==> src/lfs_map.svh <==
// Purpose: Offsets, field positions, reset values and timing counts of the fault supervisor.
// Assumes: The system clock runs at 250 MHz.
// Notes: Sync-low and undervoltage times are kept in microseconds and their cycle counts derive from them; shutdown and grace are given in cycles.
`ifndef LFS_MAP_SVH
`define LFS_MAP_SVH

// ==========================================================================
// Clock and timing.
`define LFS_CLK_PERIOD_PS 4000
`define LFS_SHUTDOWN_LOW_CYCLES 32750
`define LFS_GRACE_CYCLES 10000
`define LFS_SYNC_LOW_TIME_US 7
`define LFS_SYNC_LOW_CYCLES \
	((`LFS_SYNC_LOW_TIME_US * 1000000 + `LFS_CLK_PERIOD_PS - 1) / `LFS_CLK_PERIOD_PS)
`define LFS_UVLO_TIME_US 50
`define LFS_UVLO_CYCLES \
	((`LFS_UVLO_TIME_US * 1000000 + `LFS_CLK_PERIOD_PS - 1) / `LFS_CLK_PERIOD_PS)

// ==========================================================================
// Register map.
`define LFS_ADDR_W 12
`define LFS_CTRL_OFS 12'h000
`define LFS_STATUS_OFS 12'h004
`define LFS_CTRL_MASK_BIT 0
`define LFS_CTRL_RESET 1'h1
`define LFS_STATUS_STATE_LSB 0
`define LFS_STATUS_LATCH_LSB 2
`define LFS_STATUS_FAULT_BIT 5
`define LFS_STATUS_REMOVED_LSB 6
`define LFS_STATUS_UVLO_BIT 8

`endif

==> src/lfs_pkg.sv <==
// Purpose: Types shared by the fault supervisor files.
// Assumes: Nothing beyond the map header.
// Notes: Carriers are packed structs.
package lfs_pkg;

	// ==========================================================================
	// Supervisor states.
	typedef enum logic [1:0] {
		LFS_ST_SHUTDOWN = 2'h0,
		LFS_ST_STARTUP = 2'h1,
		LFS_ST_RUN = 2'h2,
		LFS_ST_LATCHED = 2'h3
	} lfs_state_e;

	// ==========================================================================
	// Analog detector flags, all active high.
	typedef struct packed {
		logic secondary_switch_limit;
		logic primary_switch_limit;
		logic switch_cycle_start;
		logic sense_1x;
		logic sense_2x;
		logic secondary_overvoltage_level;
		logic overvoltage_threshold;
		logic current_set_pin_over;
		logic freq_set_sync_pin_over;
		logic overtemp;
		logic undervoltage_threshold;
		logic [1:0] sink_short_threshold;
		logic [1:0] sink_open;
	} lfs_detect_s;

	// ==========================================================================
	// Power stage controls.
	typedef struct packed {
		logic boost_en;
		logic disconnect_on;
		logic [1:0] sink_en;
		logic raise_output;
		logic soft_start;
		logic low_power;
	} lfs_drive_s;

endpackage
==> src/lfs_apb_slave.sv <==
// Purpose: APB register port with one control and one status register.
// Assumes: APB4 signalling with byte strobes.
// Notes: Every access takes one wait-free access phase; unmapped addresses answer an error.
`timescale 1ns/100ps
`include "lfs_map.svh"

module lfs_apb_slave (
	// Clock, reset and enable.
	input wire logic clk_sys_in,
	input wire logic srst_in,
	input wire logic ce_in,
	// APB.
	input wire logic psel_in,
	input wire logic penable_in,
	input wire logic pwrite_in,
	input wire logic [`LFS_ADDR_W-1:0] paddr_in,
	input wire logic [31:0] pwdata_in,
	input wire logic [3:0] pstrb_in,
	output logic [31:0] prdata_out,
	output logic pready_out,
	output logic pslverr_out,
	// Block side.
	input wire logic [31:0] status_in,
	output logic startup_mask_out
);

	logic setup;
	logic wr_ctrl;

	assign setup = psel_in && !penable_in;
	assign wr_ctrl = psel_in && penable_in && pready_out && pwrite_in &&
		(paddr_in == `LFS_CTRL_OFS) && pstrb_in[0];

	// ==========================================================================
	// Read data and answer, captured in the setup cycle.
	always_ff @(posedge clk_sys_in) begin
		if (srst_in) begin
			pready_out <= 1'h0;
			prdata_out <= 32'h0;
			pslverr_out <= 1'h0;
		end else if (ce_in) begin
			pready_out <= setup;
			if (setup) begin
				if (paddr_in == `LFS_CTRL_OFS) begin
					prdata_out <= {31'h0, startup_mask_out};
					pslverr_out <= 1'h0;
				end else if (paddr_in == `LFS_STATUS_OFS) begin
					prdata_out <= pwrite_in ? 32'h0 : status_in;
					pslverr_out <= 1'h0;
				end else begin
					prdata_out <= 32'h0;
					pslverr_out <= 1'h1;
				end
			end
		end
	end

	// ==========================================================================
	// Control register.
	always_ff @(posedge clk_sys_in) begin
		if (srst_in) begin
			startup_mask_out <= `LFS_CTRL_RESET;
		end else if (ce_in && wr_ctrl) begin
			startup_mask_out <= pwdata_in[`LFS_CTRL_MASK_BIT];
		end
	end

endmodule

==> src/lfs_fault_supervisor.sv <==
// Purpose: Fault supervisor of a two-string LED backlight driver.
// Assumes: Detector flags and host pins are synchronous to clk_sys_in.
// Notes: Power stage controls are registered from the next state.
`timescale 1ns/100ps
`include "lfs_map.svh"

module lfs_fault_supervisor #(
	parameter int unsigned SHUTDOWN_CYC = `LFS_SHUTDOWN_LOW_CYCLES,
	parameter int unsigned GRACE_CYC = `LFS_GRACE_CYCLES,
	parameter int unsigned UVLO_CYC = `LFS_UVLO_CYCLES
) (
	// Clock, reset and enable.
	input wire logic clk_sys_in,
	input wire logic srst_in,
	input wire logic ce_in,
	// APB register port.
	input wire logic psel_in,
	input wire logic penable_in,
	input wire logic pwrite_in,
	input wire logic [`LFS_ADDR_W-1:0] paddr_in,
	input wire logic [31:0] pwdata_in,
	input wire logic [3:0] pstrb_in,
	output logic [31:0] prdata_out,
	output logic pready_out,
	output logic pslverr_out,
	// Host pins.
	input wire logic dim_en_in,
	input wire logic freq_set_sync_pin_in,
	// Detector flags.
	input wire lfs_pkg::lfs_detect_s detect_in,
	// Power stage and flag.
	output lfs_pkg::lfs_drive_s drive_out,
	output logic fault_n_out
);

	lfs_pkg::lfs_state_e state_reg;
	lfs_pkg::lfs_state_e state_next;
	lfs_pkg::lfs_drive_s drive_next;
	logic [2:0] lat_reg;
	logic [2:0] lat_next;
	logic [2:0] lat_set;
	logic [1:0] pend_reg;
	logic [1:0] pend_next;
	logic [1:0] open_rm_reg;
	logic [1:0] open_rm_next;
	logic [1:0] removed_next;
	logic skip_reg;
	logic skip_next;
	logic enlow_q;
	logic synclow_q;
	logic uvlo_q;
	logic grace_q;
	logic startup_mask;
	logic grace_cond;
	logic lat_clr;
	logic auto_off;
	logic fault_next;
	logic stay_run;
	logic [31:0] status;

	// ==========================================================================
	// Register port.
	assign status = {23'h0, uvlo_q, open_rm_reg, ~fault_n_out, lat_reg, state_reg};

	lfs_apb_slave u_apb (
		.clk_sys_in(clk_sys_in),
		.srst_in(srst_in),
		.ce_in(ce_in),
		.psel_in(psel_in),
		.penable_in(penable_in),
		.pwrite_in(pwrite_in),
		.paddr_in(paddr_in),
		.pwdata_in(pwdata_in),
		.pstrb_in(pstrb_in),
		.prdata_out(prdata_out),
		.pready_out(pready_out),
		.pslverr_out(pslverr_out),
		.status_in(status),
		.startup_mask_out(startup_mask)
	);

	// ==========================================================================
	// Hold timers.
	lfs_hold_timer #(.LIMIT(SHUTDOWN_CYC)) u_enlow (
		.clk_sys_in(clk_sys_in),
		.srst_in(srst_in),
		.ce_in(ce_in),
		.cond_in(!dim_en_in),
		.expired_out(enlow_q)
	);

	lfs_hold_timer #(.LIMIT(`LFS_SYNC_LOW_CYCLES)) u_synclow (
		.clk_sys_in(clk_sys_in),
		.srst_in(srst_in),
		.ce_in(ce_in),
		.cond_in(!freq_set_sync_pin_in),
		.expired_out(synclow_q)
	);

	lfs_hold_timer #(.LIMIT(UVLO_CYC)) u_uvlo (
		.clk_sys_in(clk_sys_in),
		.srst_in(srst_in),
		.ce_in(ce_in),
		.cond_in(detect_in.undervoltage_threshold),
		.expired_out(uvlo_q)
	);

	lfs_hold_timer #(.LIMIT(GRACE_CYC)) u_grace (
		.clk_sys_in(clk_sys_in),
		.srst_in(srst_in),
		.ce_in(ce_in),
		.cond_in(grace_cond),
		.expired_out(grace_q)
	);

	// ==========================================================================
	// Fault latches.
	assign grace_cond = detect_in.sense_1x && !detect_in.sense_2x &&
		(state_reg == lfs_pkg::LFS_ST_RUN ||
		(state_reg == lfs_pkg::LFS_ST_STARTUP && !startup_mask));
	assign lat_set = (state_reg == lfs_pkg::LFS_ST_SHUTDOWN) ? 3'h0 :
		{detect_in.secondary_overvoltage_level,
		detect_in.sense_2x || grace_q,
		detect_in.secondary_switch_limit};
	assign lat_clr = enlow_q || uvlo_q;
	assign lat_next = lat_set | (lat_clr ? 3'h0 : lat_reg);
	assign auto_off = detect_in.overtemp || detect_in.freq_set_sync_pin_over ||
		synclow_q || uvlo_q;
	assign skip_next = detect_in.primary_switch_limit ||
		(skip_reg && !detect_in.switch_cycle_start);
	assign fault_next = (|lat_next) || grace_cond ||
		(detect_in.freq_set_sync_pin_over && state_reg != lfs_pkg::LFS_ST_SHUTDOWN);
	assign stay_run = (state_reg == lfs_pkg::LFS_ST_RUN) && (state_next == lfs_pkg::LFS_ST_RUN);

	always_ff @(posedge clk_sys_in) begin
		if (srst_in) begin
			lat_reg <= 3'h0;
			skip_reg <= 1'h0;
		end else if (ce_in) begin
			lat_reg <= lat_next;
			skip_reg <= skip_next;
		end
	end

	// ==========================================================================
	// Supervisor state.
	always_comb begin
		state_next = state_reg;
		if (|lat_next) begin
			state_next = lfs_pkg::LFS_ST_LATCHED;
		end else if (lat_clr) begin
			state_next = lfs_pkg::LFS_ST_SHUTDOWN;
		end else begin
			case (state_reg)
				lfs_pkg::LFS_ST_SHUTDOWN: begin
					if (dim_en_in) begin
						state_next = lfs_pkg::LFS_ST_STARTUP;
					end
				end
				lfs_pkg::LFS_ST_STARTUP: begin
					if (!auto_off && detect_in.sink_short_threshold == 2'h0) begin
						state_next = lfs_pkg::LFS_ST_RUN;
					end
				end
				lfs_pkg::LFS_ST_RUN: begin
					if (auto_off) begin
						state_next = lfs_pkg::LFS_ST_STARTUP;
					end
				end
				default: begin
					state_next = lfs_pkg::LFS_ST_SHUTDOWN;
				end
			endcase
		end
	end

	// ==========================================================================
	// Per-string open and short handling.
	for (genvar i = 0; i < 2; i++) begin : g_sink
		assign open_rm_next[i] = (state_next == lfs_pkg::LFS_ST_RUN) &&
			(open_rm_reg[i] || (pend_reg[i] && detect_in.overvoltage_threshold));
		assign pend_next[i] = (state_next == lfs_pkg::LFS_ST_RUN) && !open_rm_next[i] &&
			(pend_reg[i] || detect_in.sink_open[i]);
		assign removed_next[i] = detect_in.sink_short_threshold[i] || open_rm_next[i];

		always_ff @(posedge clk_sys_in) begin
			if (srst_in) begin
				pend_reg[i] <= 1'h0;
				open_rm_reg[i] <= 1'h0;
			end else if (ce_in) begin
				pend_reg[i] <= pend_next[i];
				open_rm_reg[i] <= open_rm_next[i];
			end
		end
	end

	// ==========================================================================
	// Power stage controls.
	always_comb begin
		drive_next = '0;
		case (state_next)
			lfs_pkg::LFS_ST_STARTUP: begin
				drive_next.disconnect_on = !auto_off;
			end
			lfs_pkg::LFS_ST_RUN: begin
				drive_next.disconnect_on = 1'h1;
				drive_next.boost_en = !skip_next && !detect_in.overvoltage_threshold &&
					!detect_in.current_set_pin_over;
				drive_next.sink_en = {2{dim_en_in && !detect_in.current_set_pin_over}} &
					~removed_next;
				drive_next.raise_output = |pend_next;
			end
			lfs_pkg::LFS_ST_SHUTDOWN: begin
				drive_next.low_power = 1'h1;
			end
			default: begin
				drive_next = '0;
			end
		endcase
		drive_next.soft_start = (state_reg == lfs_pkg::LFS_ST_STARTUP) &&
			(state_next == lfs_pkg::LFS_ST_RUN);
	end

	always_ff @(posedge clk_sys_in) begin
		if (srst_in) begin
			state_reg <= lfs_pkg::LFS_ST_SHUTDOWN;
			drive_out <= '0;
			fault_n_out <= 1'h1;
		end else if (ce_in) begin
			state_reg <= state_next;
			drive_out <= drive_next;
			fault_n_out <= !fault_next;
		end
	end
endmodule

==> src/lfs_hold_timer.sv <==
// Purpose: Flags a condition that has held for more than LIMIT clock cycles.
// Assumes: The condition is synchronous to the clock.
// Notes: The flag rises after LIMIT + 1 consecutive enabled cycles of the condition.
`timescale 1ns/100ps
`include "lfs_map.svh"

module lfs_hold_timer #(
	parameter int unsigned LIMIT = 16
) (
	// Clock, reset and enable.
	input wire logic clk_sys_in,
	input wire logic srst_in,
	input wire logic ce_in,
	// Condition and result.
	input wire logic cond_in,
	output logic expired_out
);

	localparam int unsigned WIDTH = $clog2(LIMIT + 1);

	logic [WIDTH-1:0] cnt_reg;

	// ==========================================================================
	// Saturating counter of the condition.
	always_ff @(posedge clk_sys_in) begin
		if (srst_in) begin
			cnt_reg <= '0;
			expired_out <= 1'h0;
		end else if (ce_in) begin
			if (!cond_in) begin
				cnt_reg <= '0;
			end else if (cnt_reg != WIDTH'(LIMIT)) begin
				cnt_reg <= cnt_reg + 1'h1;
			end
			expired_out <= cond_in && (cnt_reg == WIDTH'(LIMIT));
		end
	end

endmodule

==> config.mk <==
export PLATFORM = sky130hd
export DESIGN_NAME = lfs_fault_supervisor
export DESIGN_NICKNAME = d
export VERILOG_FILES = /design/src/lfs_pkg.sv /design/src/lfs_apb_slave.sv /design/src/lfs_fault_supervisor.sv /design/src/lfs_hold_timer.sv
export VERILOG_INCLUDE_DIRS = /design/src
export SDC_FILE = /design/constraint.sdc
export NUM_CORES = 1
export LEC_CHECK = 0
export BUFFER_PORTS_ARGS = -buffer_cell sky130_fd_sc_hd__buf_2
export CORE_AREA = 2 2 70 138
export DETAILED_ROUTE_END_ITERATION = 7
export DIE_AREA = 0 0 72 140
export GPL_TIMING_DRIVEN = 0
export PLACE_DENSITY = 0.8
export SLEW_MARGIN = 20
export SYNTH_ARGS = -nofsm -noshare
export SYNTH_HDL_FRONTEND = slang
export SYNTH_SLANG_ARGS = --single-unit
==> constraint.sdc <==
create_clock -name clk_sys_in -period 3.1 [get_ports clk_sys_in]
set_input_delay 0.465 -clock clk_sys_in [delete_from_list [all_inputs] [get_ports clk_sys_in]]
set_output_delay 0.465 -clock clk_sys_in [all_outputs]
set_load 0.03 [all_outputs]
==> metrics <==
Most used DFF post-synth=dfxtp_1; VDD IR max=0.000351 V; num rows=49; unrepaired setup endpoints after global routing=no; Setup TNS=0 ps; Clock Path Buffers=2; GRT Util Overall=22.5%; max reg flops=15; Commonest cells post-synth=dfxtp_1 (88), nor2_1 (46), nand2_1 (45), a21oi_1 (33), nand3_1 (24); vias per cell=5.88; Synth warnings=0; Final Max Slew Viols=0; Area growth syn-to-layout=18.9%; initial core utilization=48.5%; vias in the first global route=4139; Die Span X=72 um; final wirelength=11.0 mm; Initial DRC Count=340; n_diodes=0; Post-CTS Setup Inserts=0; setup violators final=0; CTS resizes=0; worst-path cell chain=clkbuf_1, or2_2, a22oi_1, and3_1, and2_1, ha_1, and2_0, nand3b_1, or3_1, a21oi_1; RD Place Congestion=0.902; clock root buffer=clkbuf_16; Hold Buf Count CTS=0; multi-input logic area=2360 um2; Worst-Margin Slew=731 ps; area leader, netlist=dfxtp_1; clk_skew=3.63 ps; Sink Count=88; Ports=113; status=finished clean; FF+latch count, synth=88; DR WL/cell=15.5 um; DRC=0; core area=9010 um2; die height=140 um; Max-Cap Viols=0; FF+latch area=1760 um2; Buf+Inv Stages, Crit Path=1; placed cell count=695; fillers=779; Synth area leaders=dfxtp_1 (40%), xnor2_1 (4.0%), buf_4 (3.9%), nor2_1 (3.9%), nand2_1 (3.9%); pwr dens=516 nW/um2; Nets=686; Worst Setup End Kind=flop; Cell Area, Synth=4370 um2; initial antenna violation count=0; htree depth=3; Cell Count, Final, Fillers Out=711; critical path launch point type=flop; WP data required=3370 ps; Final HPWL DP=8.24 mm; final worst slack=271 ps; relative slew slack=51.2%; clock latency on the worst-skew pair=340 ps; slowest cell delay on critical path=400 ps; Lkg Pwr=1.97 nW; Place WS=350 ps; cells after synthesis=519; Reg clk slew, reported paths=60 ps; TritonCTS clock tree=built; syn_area_per_cell=8.42 um2; Die ar.=10100 um2; min Tclk post-route=2830 ps; Final ANT Viol Nets=0; crit path DAT=3100 ps; Async SR Flop Fraction=0%; I/O Buffers=52; Seq/Total Area, Yosys=40.3%; first-pass GRT wire length=18.4 mm; largest net degree at the start of global routing=16; via count=4180; most frequent cell after synthesis=dfxtp_1; Netlist cell types=60; critical path's top delay family=simple AND/OR/NAND/NOR gates; CP max stage cell=or2_2; WS Path Type=flop to flop; share of cells above drive strength 1=16.9%; GRT Residual Overflow=0; Hold Fails Final Rpt=0; critical path fanouts, max=10; Tcrit/Tclk final=91.2%; HP Class=input pin to flop; drt first pass iters=6; area share of the largest cell type after synthesis=40.3%; Num CTS Buffers=9; Post-synth EDFFs=0; FMAX=354 MHz
==> per-stage QoR <==
step | hold WS, ps | util, % | cell area [um2] | power (mW)
floorplan | 451 | - | 4450 | 1.36
global placement | 449 | 53.7 | 4840 | 1.43
detailed placement | 455 | 53.7 | 4840 | 1.44
CTS | 418 | 57.7 | 5200 | 2.69
global route | 448 | 57.7 | 5200 | 2.76
finish | 417 | 57.7 | 5200 | 2.68
==> path summary, 6_finish.rpt <==
path	start	to	slack (ps)	cells past startpoint
max	state_reg[0]	drive_out[3]	270	10
min	freq_set_sync_pin_in	u_synclow.cnt_reg[1]	420	3
max reg2reg	state_reg[0]	drive_out[3]	270	10
min reg2reg	drive_out[3]	drive_out[3]	470	2
==> logic make-up after synthesis <==
logic type               synth area share (%)
AO/OA/AOI/OAI                            15.8
XOR/XNOR                                 5.01
adder cells (fa/ha/maj)                  3.15
buffers and inverters                    7.50
flip-flops                               40.3
multiplexers                            0.916
other                                  0.0858
AND/OR/NAND/NOR                          27.3
==> cell usage in the layout (no fill, tap or decap), types with 11 or more instances in the layout <==
master / count
a21oi_1: 33
buf_2: 53
buf_4: 23
clkbuf_1: 16
conb_1: 23
dfxtp_1: 88
ha_1: 11
inv_1: 21
nand2_1: 45
nand3_1: 24
nand4_1: 19
nor2_1: 46
nor3_1: 19
nor4_1: 14
o21ai_0: 17
or3_1: 13
xnor2_1: 20
==> per-layer routing <==
metal	GRT usage, %	part of all wire (%)
met2	41.9	55
met1	22.5	37
met4	13.4	3.9
met3	3.60	3.8
met5	0	0
==> worst reg2reg max path, delay by kind of cell (launching register included) <==
family	cells	cell delay (ps)
simple gates	6	1630
compound gates	2	430
flops	1	300
buf+inv	1	210
fa+ha+maj	1	200
==> where the power goes <==
part	switching (mW)	total, mW	leakage (nW)	internal, mW
clock	0.451	1.26	0.169	0.813
sequential	0.0159	1.16	0.712	1.15
combinational	0.167	0.253	1.09	0.0862
==> layout make-up <==
| class | instances | area share [%] |
|---|---|---|
| flip-flops and latches | 88 | 33.9 |
| clock inverters | 6 | 2.22 |
| inverters | 22 | 1.59 |
| clock buffers | 10 | 4.60 |
| plain buffers | 42 | 4.72 |
| well taps | 102 | 2.46 |
| multi-input cells | 389 | 45.5 |
| repair buffers | 52 | 5.01 |
Note: power is estimated with default switching activity, not from simulation.
